## src/design/mppio_defs.vh

```
// Register offsets, reset values and field positions of the parallel I/O block.
// Assumes inclusion by bare name from the design file.
`ifndef MPPIO_DEFS_VH
`define MPPIO_DEFS_VH
// Register indices; byte address is four times the index.
`define MPPIO_IDX_F_DIR   7'h03
`define MPPIO_IDX_F_PINS  7'h05
`define MPPIO_IDX_C_DIR   7'h07
`define MPPIO_IDX_D_PINS  7'h08
`define MPPIO_IDX_D_DIR   7'h09
`define MPPIO_IDX_E_PINS  7'h0A
`define MPPIO_IDX_H_PINS  7'h7C
`define MPPIO_IDX_H_DIR   7'h7D
`define MPPIO_IDX_G_PINS  7'h7E
`define MPPIO_IDX_G_DIR   7'h7F
// Added control register holding the resistor enables.
`define MPPIO_IDX_PULL    7'h2C
// Reset value of every direction register.
`define MPPIO_DIR_RESET   8'h00
// Reset value of the pull control register.
`define MPPIO_PULL_RESET  3'h7
// Field positions in the pull control register.
`define MPPIO_PULL_F      0
`define MPPIO_PULL_G      1
`define MPPIO_PULL_H      2
// Width of group D.
`define MPPIO_D_WIDTH     6
// AHB transfer type NONSEQ bit.
`define MPPIO_HTRANS_ACT  1
`endif

```

## src/design/mppio_port.v

```verilog
// Parallel I/O groups C, D, E, F, G and H with an AHB-Lite register slave.
// Assumes pin inputs synchronous to hclk, pads resolved outside from enables,
// and a mode input that is stable while the block runs.
//
// Behaviour
// - Direction bit one drives, zero receives
// - Direction registers clear to zero on reset
// - Group D has six bidirectional lines
// - Group D bits seven and six read zero
// - Group D shares serial one and SPI
// - Groups D, E, H reset as inputs
// - Data registers untouched by reset
// - Alternate function pins ignore data writes
// - Group E eight read-only input lines
// - Group E line n feeds analog channel n
// - Expanded mode drives address low byte on F
// - Expanded mode removes F registers from map
// - Single-chip F pins reset as pulled inputs
// - G line seven is read/write strobe expanded
// - G low lines reset as pulled inputs
// - Group H shares PWM and serial two, three
// - H pull-ups high nibble, pull-downs low
// - One enable switches all eight H resistors
`timescale 1ns/10ps
`default_nettype none
`include "mppio_defs.vh"

module mppio_port (
	input  wire        hclk,               // System clock, 20 MHz.
	input  wire        hresetn,            // Asynchronous active-low reset.
	input  wire        hsel,               // Slave select.
	input  wire [31:0] haddr,              // Byte address.
	input  wire [1:0]  htrans,             // Transfer type.
	input  wire        hwrite,             // Write when high.
	input  wire [2:0]  hsize,              // Transfer size.
	input  wire [31:0] hwdata,             // Write data.
	input  wire        hready,             // Bus ready in.
	output reg  [31:0] hrdata,             // Read data.
	output wire        hreadyout,          // Slave ready.
	output wire        hresp,              // Response, always OKAY.
	input  wire        expanded_mode,      // High in expanded or test mode.
	output wire [7:0]  group_c_dir_bit,    // Group C direction to the data bus logic.
	input  wire [5:0]  group_d_in,         // Group D pin levels.
	output wire [5:0]  group_d_out,        // Group D pin drive values.
	output wire [5:0]  group_d_oe,         // Group D output enables.
	input  wire [5:0]  group_d_alt_en,     // Group D alternate function owns the pin.
	input  wire [5:0]  group_d_alt_out,    // Group D alternate drive values.
	input  wire [5:0]  group_d_alt_oe,     // Group D alternate output enables.
	output wire        serial1_receive_in, // Serial one receive line.
	output wire        spi_miso_in,        // SPI data in.
	output wire        spi_mosi_in,        // SPI data out line sensed.
	output wire        spi_sck_in,         // SPI clock sensed.
	output wire        spi_ss_in,          // SPI select sensed.
	input  wire [7:0]  group_e_in,         // Group E pin levels.
	output wire [7:0]  analog_channel,     // Group E lines to the converter.
	input  wire [7:0]  group_f_in,         // Group F pin levels.
	output wire [7:0]  group_f_out,        // Group F pin drive values.
	output wire [7:0]  group_f_oe,         // Group F output enables.
	output wire [7:0]  group_f_pullup,     // Group F pull-up enables.
	input  wire [7:0]  ext_addr_low,       // External address bits 0 to 7.
	input  wire [7:0]  group_g_in,         // Group G pin levels.
	output wire [7:0]  group_g_out,        // Group G pin drive values.
	output wire [7:0]  group_g_oe,         // Group G output enables.
	output wire [6:0]  group_g_pullup,     // Group G low-line pull-ups.
	input  wire        ext_read_write,     // External read/write strobe.
	input  wire [7:0]  group_h_in,         // Group H pin levels.
	output wire [7:0]  group_h_out,        // Group H pin drive values.
	output wire [7:0]  group_h_oe,         // Group H output enables.
	output wire [3:0]  group_h_pullup,     // Pull-ups on lines 7 to 4.
	output wire [3:0]  group_h_pulldown,   // Pull-downs on lines 3 to 0.
	input  wire [7:0]  group_h_alt_en,     // Group H alternate function owns the pin.
	input  wire [7:0]  group_h_alt_out,    // Group H alternate drive values.
	input  wire [7:0]  group_h_alt_oe,     // Group H alternate output enables.
	output wire [3:0]  pulse_width_in,     // Sensed levels on lines 3 to 0.
	output wire        serial2_receive_in, // Serial two receive line.
	output wire        serial3_receive_in  // Serial three receive line.
);

	// Direction registers, cleared by reset, and the pull register, set to all ones by reset.
	reg  [7:0] c_dir_reg;                  // Group C direction.
	reg  [5:0] d_dir_reg;                  // Group D direction.
	reg  [7:0] f_dir_reg;                  // Group F direction.
	reg  [7:0] g_dir_reg;                  // Group G direction.
	reg  [7:0] h_dir_reg;                  // Group H direction.
	reg  [2:0] pull_reg;                   // Resistor enables for F, G and H.
	// Data latches, left alone by reset.
	reg  [5:0] d_data_reg;                 // Group D latch.
	reg  [7:0] f_data_reg;                 // Group F latch.
	reg  [7:0] g_data_reg;                 // Group G latch.
	reg  [7:0] h_data_reg;                 // Group H latch.
	// Captured address phase.
	reg        wr_pend_reg;                // A write data phase follows.
	reg  [6:0] wr_idx_reg;                 // Index of the pending write.
	wire       acc_valid;                  // Address phase taken this edge.
	wire [6:0] acc_idx;                    // Word index of the access.
	reg  [31:0] rd_next;                   // Read data of the address phase.
	wire [7:0] d_read;                     // Group D read value.
	wire [7:0] f_read;                     // Group F read value.
	wire [7:0] g_read;                     // Group G read value.
	wire [7:0] h_read;                     // Group H read value.

	// Zero-wait slave with OKAY only.
	assign hreadyout = 1'b1;
	assign hresp     = 1'b0;
	assign acc_valid = hsel & hready & htrans[`MPPIO_HTRANS_ACT];
	assign acc_idx   = haddr[8:2];

	// Read values: pin level for inputs, latch for outputs.
	assign d_read = {2'b00, (d_dir_reg & d_data_reg) | (~d_dir_reg & group_d_in)};
	assign f_read = (f_dir_reg & f_data_reg) | (~f_dir_reg & group_f_in);
	assign g_read = (g_dir_reg & g_data_reg) | (~g_dir_reg & group_g_in);
	assign h_read = (h_dir_reg & h_data_reg) | (~h_dir_reg & group_h_in);

	// Read decode in the address phase; unmapped addresses read zero.
	always @* begin
		rd_next = 32'h00000000;
		if (acc_idx == `MPPIO_IDX_C_DIR) begin
			rd_next[7:0] = c_dir_reg;
		end else if (acc_idx == `MPPIO_IDX_D_PINS) begin
			rd_next[7:0] = d_read;
		end else if (acc_idx == `MPPIO_IDX_D_DIR) begin
			rd_next[7:0] = {2'b00, d_dir_reg};
		end else if (acc_idx == `MPPIO_IDX_E_PINS) begin
			rd_next[7:0] = group_e_in;
		end else if (acc_idx == `MPPIO_IDX_F_DIR && !expanded_mode) begin
			rd_next[7:0] = f_dir_reg;
		end else if (acc_idx == `MPPIO_IDX_F_PINS && !expanded_mode) begin
			rd_next[7:0] = f_read;
		end else if (acc_idx == `MPPIO_IDX_G_PINS) begin
			rd_next[7:0] = g_read;
		end else if (acc_idx == `MPPIO_IDX_G_DIR) begin
			rd_next[7:0] = g_dir_reg;
		end else if (acc_idx == `MPPIO_IDX_H_PINS) begin
			rd_next[7:0] = h_read;
		end else if (acc_idx == `MPPIO_IDX_H_DIR) begin
			rd_next[7:0] = h_dir_reg;
		end else if (acc_idx == `MPPIO_IDX_PULL) begin
			rd_next[2:0] = pull_reg;
		end
	end

	// Address phase capture and read data register.
	always @(posedge hclk or negedge hresetn) begin
		if (!hresetn) begin
			wr_pend_reg <= 1'b0;
			wr_idx_reg  <= 7'h00;
			hrdata      <= 32'h00000000;
		end else begin
			wr_pend_reg <= acc_valid & hwrite;
			if (acc_valid) begin
				wr_idx_reg <= acc_idx;
				if (!hwrite) begin
					hrdata <= rd_next;
				end
			end
		end
	end

	// Control registers written in the data phase.
	always @(posedge hclk or negedge hresetn) begin
		if (!hresetn) begin
			c_dir_reg <= `MPPIO_DIR_RESET;
			d_dir_reg <= 6'h00;
			f_dir_reg <= `MPPIO_DIR_RESET;
			g_dir_reg <= `MPPIO_DIR_RESET;
			h_dir_reg <= `MPPIO_DIR_RESET;
			pull_reg  <= `MPPIO_PULL_RESET;
		end else if (wr_pend_reg) begin
			if (wr_idx_reg == `MPPIO_IDX_C_DIR) begin
				c_dir_reg <= hwdata[7:0];
			end else if (wr_idx_reg == `MPPIO_IDX_D_DIR) begin
				d_dir_reg <= hwdata[5:0];
			end else if (wr_idx_reg == `MPPIO_IDX_F_DIR && !expanded_mode) begin
				f_dir_reg <= hwdata[7:0];
			end else if (wr_idx_reg == `MPPIO_IDX_G_DIR) begin
				g_dir_reg <= hwdata[7:0];
			end else if (wr_idx_reg == `MPPIO_IDX_H_DIR) begin
				h_dir_reg <= hwdata[7:0];
			end else if (wr_idx_reg == `MPPIO_IDX_PULL) begin
				pull_reg  <= hwdata[2:0];
			end
		end
	end

	// Data latches have no reset; writes store, except to group F in expanded mode.
	always @(posedge hclk) begin
		if (wr_pend_reg) begin
			if (wr_idx_reg == `MPPIO_IDX_D_PINS) begin
				d_data_reg <= hwdata[5:0];
			end else if (wr_idx_reg == `MPPIO_IDX_F_PINS && !expanded_mode) begin
				f_data_reg <= hwdata[7:0];
			end else if (wr_idx_reg == `MPPIO_IDX_G_PINS) begin
				g_data_reg <= hwdata[7:0];
			end else if (wr_idx_reg == `MPPIO_IDX_H_PINS) begin
				h_data_reg <= hwdata[7:0];
			end
		end
	end

	// Group C direction goes to the data bus pad logic.
	assign group_c_dir_bit = c_dir_reg;

	// Group D: alternate function overrides latch and direction.
	assign group_d_out = (group_d_alt_en & group_d_alt_out) | (~group_d_alt_en & d_data_reg);
	assign group_d_oe  = (group_d_alt_en & group_d_alt_oe) | (~group_d_alt_en & d_dir_reg);
	assign serial1_receive_in = group_d_in[0];
	assign spi_miso_in        = group_d_in[2];
	assign spi_mosi_in        = group_d_in[3];
	assign spi_sck_in         = group_d_in[4];
	assign spi_ss_in          = group_d_in[5];

	// Group E feeds the converter channel by channel.
	assign analog_channel = group_e_in;

	// Group F: address low byte in expanded mode.
	assign group_f_out    = expanded_mode ? ext_addr_low : f_data_reg;
	assign group_f_oe     = expanded_mode ? 8'hFF : f_dir_reg;
	assign group_f_pullup = (expanded_mode || !pull_reg[`MPPIO_PULL_F]) ? 8'h00 : ~f_dir_reg;

	// Group G: line 7 is the read/write strobe in expanded mode.
	assign group_g_out    = {expanded_mode ? ext_read_write : g_data_reg[7], g_data_reg[6:0]};
	assign group_g_oe     = {expanded_mode | g_dir_reg[7], g_dir_reg[6:0]};
	assign group_g_pullup = pull_reg[`MPPIO_PULL_G] ? ~g_dir_reg[6:0] : 7'h00;

	// Group H: PWM and serial two and three share the lines.
	assign group_h_out = (group_h_alt_en & group_h_alt_out) | (~group_h_alt_en & h_data_reg);
	assign group_h_oe  = (group_h_alt_en & group_h_alt_oe) | (~group_h_alt_en & h_dir_reg);
	assign group_h_pullup   = pull_reg[`MPPIO_PULL_H] ? 4'hF : 4'h0;
	assign group_h_pulldown = pull_reg[`MPPIO_PULL_H] ? 4'hF : 4'h0;
	assign pulse_width_in     = group_h_in[3:0];
	assign serial2_receive_in = group_h_in[4];
	assign serial3_receive_in = group_h_in[6];

endmodule // mppio_port
`default_nettype wire

```

## config.mk

```make
export PLATFORM = sky130hd
export DESIGN_NAME = mppio_port
export DESIGN_NICKNAME = d
export VERILOG_FILES = /design/src/design/mppio_port.v
export VERILOG_INCLUDE_DIRS = /design/src /design/src/design
export SDC_FILE = /design/constraint.sdc
export NUM_CORES = 1
export LEC_CHECK = 0
export BUFFER_PORTS_ARGS = -buffer_cell sky130_fd_sc_hd__buf_2
export CAP_MARGIN = 20
export CORE_MARGIN = 8
export CORE_UTILIZATION = 45
export CTS_CLUSTER_SIZE = 24
export DETAILED_ROUTE_END_ITERATION = 12
export GPL_TIMING_DRIVEN = 0
export PLACE_DENSITY = 0.81
export SLEW_MARGIN = 20
export SYNTH_ARGS = -nofsm -noshare
export SYNTH_HDL_FRONTEND = slang
export SYNTH_SLANG_ARGS = --single-unit
```

## constraint.sdc

```tcl
create_clock -name hclk -period 2 [get_ports hclk]
set_input_delay 0.4 -clock hclk [delete_from_list [all_inputs] [get_ports hclk]]
set_output_delay 0.4 -clock hclk [all_outputs]
set_load 0.02 [all_outputs]
```

* Yosys cells after proc, flatten, opt, wreduce, memory -nomap -nowiden
Index checks and enable logic that the tools add are counted.
** Cells by class
- Eq/ne operators :: 21
- Mux-type cells :: 18
- Bitwise operators :: 44
- Reduce and logical (&&, ||, !) cells :: 18
** Operators with widths (count)
- 8-bit two-way mux :: 12
- 8-bit AND :: 10
- 7-bit == test, second input constant :: 8
- 8-bit bitwise OR :: 5
- 6-bit AND :: 6
- 7-bit by 4-bit == test with 1-bit output, second input constant :: 5
- 8-bit inverter :: 4
- 7-bit by 3-bit == test with 1-bit output, second input constant :: 4
- 6-bit bitwise OR :: 3
- 7-bit by 2-bit == test with 1-bit output, second input constant :: 2
- 7-bit by 6-bit == test with 1-bit output, second input constant :: 2
- 6-bit inverter :: 2
- 5-bit AND reduction :: 2
- 1-bit inverter :: 9
- 4-bit AND reduction :: 2
- 7-bit two-way mux :: 1
- 7-bit inverter :: 1
- 7-bit AND reduction :: 1
- 3-bit two-way mux :: 2
- 2-bit AND reduction :: 3
- 3-bit AND reduction :: 2
- 6-bit AND reduction :: 1
- 5-bit two-way mux :: 1
- 1-bit logical AND :: 4
- other kinds (6) :: 9
** Word-level totals
- Bits in registers :: 87
- Bits of input ports :: 164
- Output and inout port bits :: 144

* Logic depth before layout (Yosys ltp)
- Depth after elaboration :: 12
- Mapped depth :: 8
- Mapped depth without buffers :: 5

* Least setup slack after synthesis
OpenSTA, ideal clock, no wires.
- Path kind :: register -> register
- From :: register wr_idx_reg[2]
- To :: register g_data_reg[0], enable pin
- Data arrival time :: 1.479 ns
- Slack :: 0.136 ns
- Cell stages (with the launch flop) :: 4
- Buffers on the path :: 0
- Clock period less this slack :: 1.864 ns
- Path through :: dfrtp_1 > and3_1 > nand4_1 > nor3b_1
** Between the ends
- Word-level cells in the longest chain between the ends :: 4
- Elaborated cells between the ends (all ways) :: 7
- Those cells by class :: 3 x eq/ne; 2 x bitwise; 2 x reduce/logical
** RTL lines
- from (decl) :: line mppio_port.v:93 : reg [6:0] wr_idx_reg;
- from (signal assigned) :: line mppio_port.v:151 : wr_idx_reg <= acc_idx;
- 7-bit by 3-bit == test with 1-bit output (no source line)
- 1-bit logical AND :: line mppio_port.v:190 : end else if (wr_idx_reg == `MPPIO_IDX_F_PINS && !expanded_mode) begin
- 1-bit inverter (no source line)
- 4-bit AND reduction (no source line) *
- to (signal assigned) :: line mppio_port.v:193 : g_data_reg <= hwdata[7:0];
- to (decl) :: line mppio_port.v:89 : reg [7:0] g_data_reg;
Mark *: on every way between the ends. The rest lies on a longest branch, timed or not.
A chain may end at the register's enable or synchronous reset.

* Worst setup path in the final report
- From :: register pull_reg[0]
- To :: register hrdata[0]
** Between the ends
- Word-level cells in the longest chain between the ends :: 11
** RTL lines
- from (decl) :: line mppio_port.v:85 : reg [2:0] pull_reg;
- from (signal assigned) :: line mppio_port.v:167 : pull_reg <= `MPPIO_PULL_RESET;
- from (signal assigned) :: line mppio_port.v:180 : pull_reg <= hwdata[2:0];
- 3-bit two-way mux :: line mppio_port.v:137 : end else if (acc_idx == `MPPIO_IDX_PULL) begin
- 3-bit two-way mux :: line mppio_port.v:135 : end else if (acc_idx == `MPPIO_IDX_H_DIR) begin
- 8-bit two-way mux :: line mppio_port.v:133 : end else if (acc_idx == `MPPIO_IDX_H_PINS) begin
- 8-bit two-way mux :: line mppio_port.v:131 : end else if (acc_idx == `MPPIO_IDX_G_DIR) begin
- 8-bit two-way mux :: line mppio_port.v:129 : end else if (acc_idx == `MPPIO_IDX_G_PINS) begin
- 8-bit two-way mux :: line mppio_port.v:127 : end else if (acc_idx == `MPPIO_IDX_F_PINS && !expanded_mode) begin
- 8-bit two-way mux :: line mppio_port.v:125 : end else if (acc_idx == `MPPIO_IDX_F_DIR && !expanded_mode) begin
- 8-bit two-way mux :: line mppio_port.v:123 : end else if (acc_idx == `MPPIO_IDX_E_PINS) begin
- 8-bit two-way mux :: line mppio_port.v:121 : end else if (acc_idx == `MPPIO_IDX_D_DIR) begin
- 8-bit two-way mux :: line mppio_port.v:119 : end else if (acc_idx == `MPPIO_IDX_D_PINS) begin
- 8-bit two-way mux :: line mppio_port.v:117 : if (acc_idx == `MPPIO_IDX_C_DIR) begin
- to (signal assigned) :: line mppio_port.v:153 : hrdata <= rd_next;
- to (decl) :: line mppio_port.v:38 : output reg [31:0] hrdata,
No other way between the ends.

==> flow_metrics.py <==
metrics = {
    "synthesis": {
        "async_flop_share_pct": 65.5,
        "ys_top_cells_by_area": "dfrtp_1, mux2_2, edfxtp_1, buf_4, o21ai_0",
        "yosysUniqueCellTypes": 63,
        "yosysWarnings": 0,
        "yosysTopAreaCell": "dfrtp_1",
        "synth_edf_count": 30,
        "syn-instance-count": 525,
        "synth_top_area_share_pct": 24.6,
        "ys_dominant_reg_cell": "dfrtp_1",
        "synth-seq-cells": 87,
        "avgSynthCellArea_um2": 10.5,
        "synthesis.area_mm2": 0.00550,
        "yosysSeqAreaShare_pct": 42.4,
    },
    "clock_tree": {
        "numCtsBuffers": 9,
        "clock-sinks": 87,
        "cts_tree": "built",
        "root_buffer": "clkbuf_16",
        "clkLatencyLatePin_ps": 340,
        "htreeDepth": 3,
        "path_clk_slew_ps": 70,
        "cts_buffer_depth": 2,
        "hold_buffers": 0,
    },
    "sta": {
        "final-hold-violation-count": 0,
        "final-setup-viol-count": 0,
        "final.setup.tns_ps": 0,
        "tightest_slew_ps": 850,
        "slew-limit-headroom_pct": 43.2,
        "finalCritPeriodShare_pct": 98.0,
        "slew_viol_final": 0,
        "fmax_ghz": 0.510,
        "worst_clock_skew_ps": 7.84,
        "fin_crit_ps": 1960,
        "rsz0062_at_grt": "false",
    },
    "power_and_ir_drop": {
        "p_leak_uw": 0.00348,
        "ir_worst_vdd_mv": 0.373,
        "powerDensity_mw_per_mm2": 620,
    },
    "floorplanning": {
        "num_rows": 40,
        "die-area_mm2": 0.0160,
        "core_mm2": 0.0120,
        "die_y_um": 127,
        "die_w_um": 127,
        "initial_core_util_pct": 46.0,
        "pin_count": 308,
    },
    "critical_path": {
        "crit_fanout": 3,
        "r2r_setup_slack_ps": 40,
        "r2r-end": "hrdata[0]",
        "cp-start-kind": "flip-flop",
        "critPathRequiredTime_ps": 2260,
        "rr_worst_depth": 5,
        "crit_path_end_kind": "flip-flop",
        "path_class": "flip-flop to flip-flop",
        "cp.arrival_ps": 2220,
        "reg2reg_from": "pull_reg[0]",
        "critPathLaunch": "pull_reg[0]",
    },
    "global_routing": {
        "grt_max_degree": 58,
        "grt_overflow_total": 0,
        "grt_pass1_vias": 5202,
        "antenna_found_initial": 1,
        "grt_pass1_wl_um": 30000,
        "track_usage_pct": 24.1,
    },
    "flow_run": {
        "max-cap-violations": 0,
    },
    "route": {
        "postRouteAntennaNets": 0,
        "drt_first_pass_iters": 5,
        "num_vias": 5136,
        "wl_per_cell_um": 21.1,
        "drt_iter0_markers": 494,
        "drt_wl_total_um": 19900,
        "viasPerCell": 5.45,
        "remaining_drc_errors": 0,
    },
    "placed_design": {
        "place_congestion": 0.876,
        "port_buffers": 227,
        "dp_hpwl_um": 15600,
    },
    "final_layout": {
        "layout.nets": 953,
        "drive_above_1_share_pct": 54.7,
        "mostFrequentLayoutCells": "buf_2, mux2_2, buf_4",
        "fin_util_pct": 60.7,
        "area.growth.synth_to_final_pct": 32.0,
        "mostFrequentLayoutCell": "buf_2",
    },
    "min_path": {
        "min_path_type": "primary input to asynchronous set/reset pin",
    },
    "outcome": {
        "outcome": "finished clean",
    },
}
where the power goes:
part / internal, uW / leakage (uW) / switching (uW)
Combinational: 391 / 0.00232 / 535
Sequential: 1910 / 0.00102 / 69.9
Clock: 880 / 0.000131 / 722
Total: 3180 / 0.00348 / 1330
per-stage QoR:
| stage | worst slack (ps) | cell area [um2] | instances | total power [uW] | hold slack, ps |
|---|---|---|---|---|---|
| 2_1_floorplan | 136 | 5590 | 549 | 2550 | 104 |
| 3_3_place_gp | -620 | 6910 | 923 | 2910 | 495 |
| 3_5_place_dp | -213 | 6930 | 924 | 2920 | 512 |
| 4_1_cts | 0.350 | 7230 | 941 | 4510 | 159 |
| 5_1_grt | 3.93 | 7260 | 942 | 4660 | 197 |
| 6_report | 39.5 | 7260 | 942 | 4500 | 139 |
repair_timing:
item / in CTS / in global routing
endpoints found under the setup margin: 11 / 38
setup buffers: 1 / 1
gates cloned: 0 / 0
gates resized for setup: 1 / 5
hold endpoints to repair: 0 / 0
layout make-up:
| class | instances | area (um2) |
|---|---|---|
| fill | 1102 | 4700 |
| multi-input combinational | 359 | 2640 |
| sequential | 87 | 2330 |
| timing repair buffer | 230 | 1170 |
| buffer | 87 | 592 |
| clock buffer | 10 | 239 |
| tap | 147 | 184 |
| inverter | 15 | 56.3 |
| clock inverter | 6 | 45.0 |
| antenna | 1 | 2.50 |
how the worst max path moves through the flow:
| stage | endpoint | slack (ps) | depth (start not counted) |
|---|---|---|---|
| after global placement | g_data_reg[5] | -620 | 3 |
| after CTS | group_f_pullup[0] | 0.4 | 4 |
| after floorplan | g_data_reg[0] | 140 | 3 |
| final | hrdata[0] | 40 | 5 |
| after global routing | hrdata[0] | 4 | 5 |
| after detailed placement | group_g_out[7] | -210 | 4 |
layer usage:
layer / GRT usage [%] / vias to the layer above / wire length (um)
met3: 7.37 / 22 / 2130
met2: 40.8 / 305 / 9650
met1: 29.1 / 2447 / 7820
met5: 0 / - / 0
met4: 5.94 / 0 / 303
li1: - / 2362 / -
synthesized netlist by cell type, types with 9 or more instances:
library cell and n:
a21oi_1 16, buf_4 68, clkbuf_1 13, dfrtp_1 54, edfxtp_1 30, inv_1 15, mux2_2 87, nand2_1 27
nor2_1 29, nor2b_1 17, o21ai_0 31, or2_2 9
worst max-delay path, cell delays in order, from the launching register on:
cell	delay [ps]
dfstp_2	560
or3b_4	390
a2111oi_4	380
a21oi_1	110
o31a_1	320
o21ai_1	130
cells by family after synthesis:
group	Yosys count	synth area share [%]
and+or+nand+nor	137	14.0
AOI/OAI and AO/OA	103	12.8
muxes	93	18.9
DFF	87	42.4
buffers and inverters	103	11.8
other	2	0.136
Power figures use the tool's default switching activity.
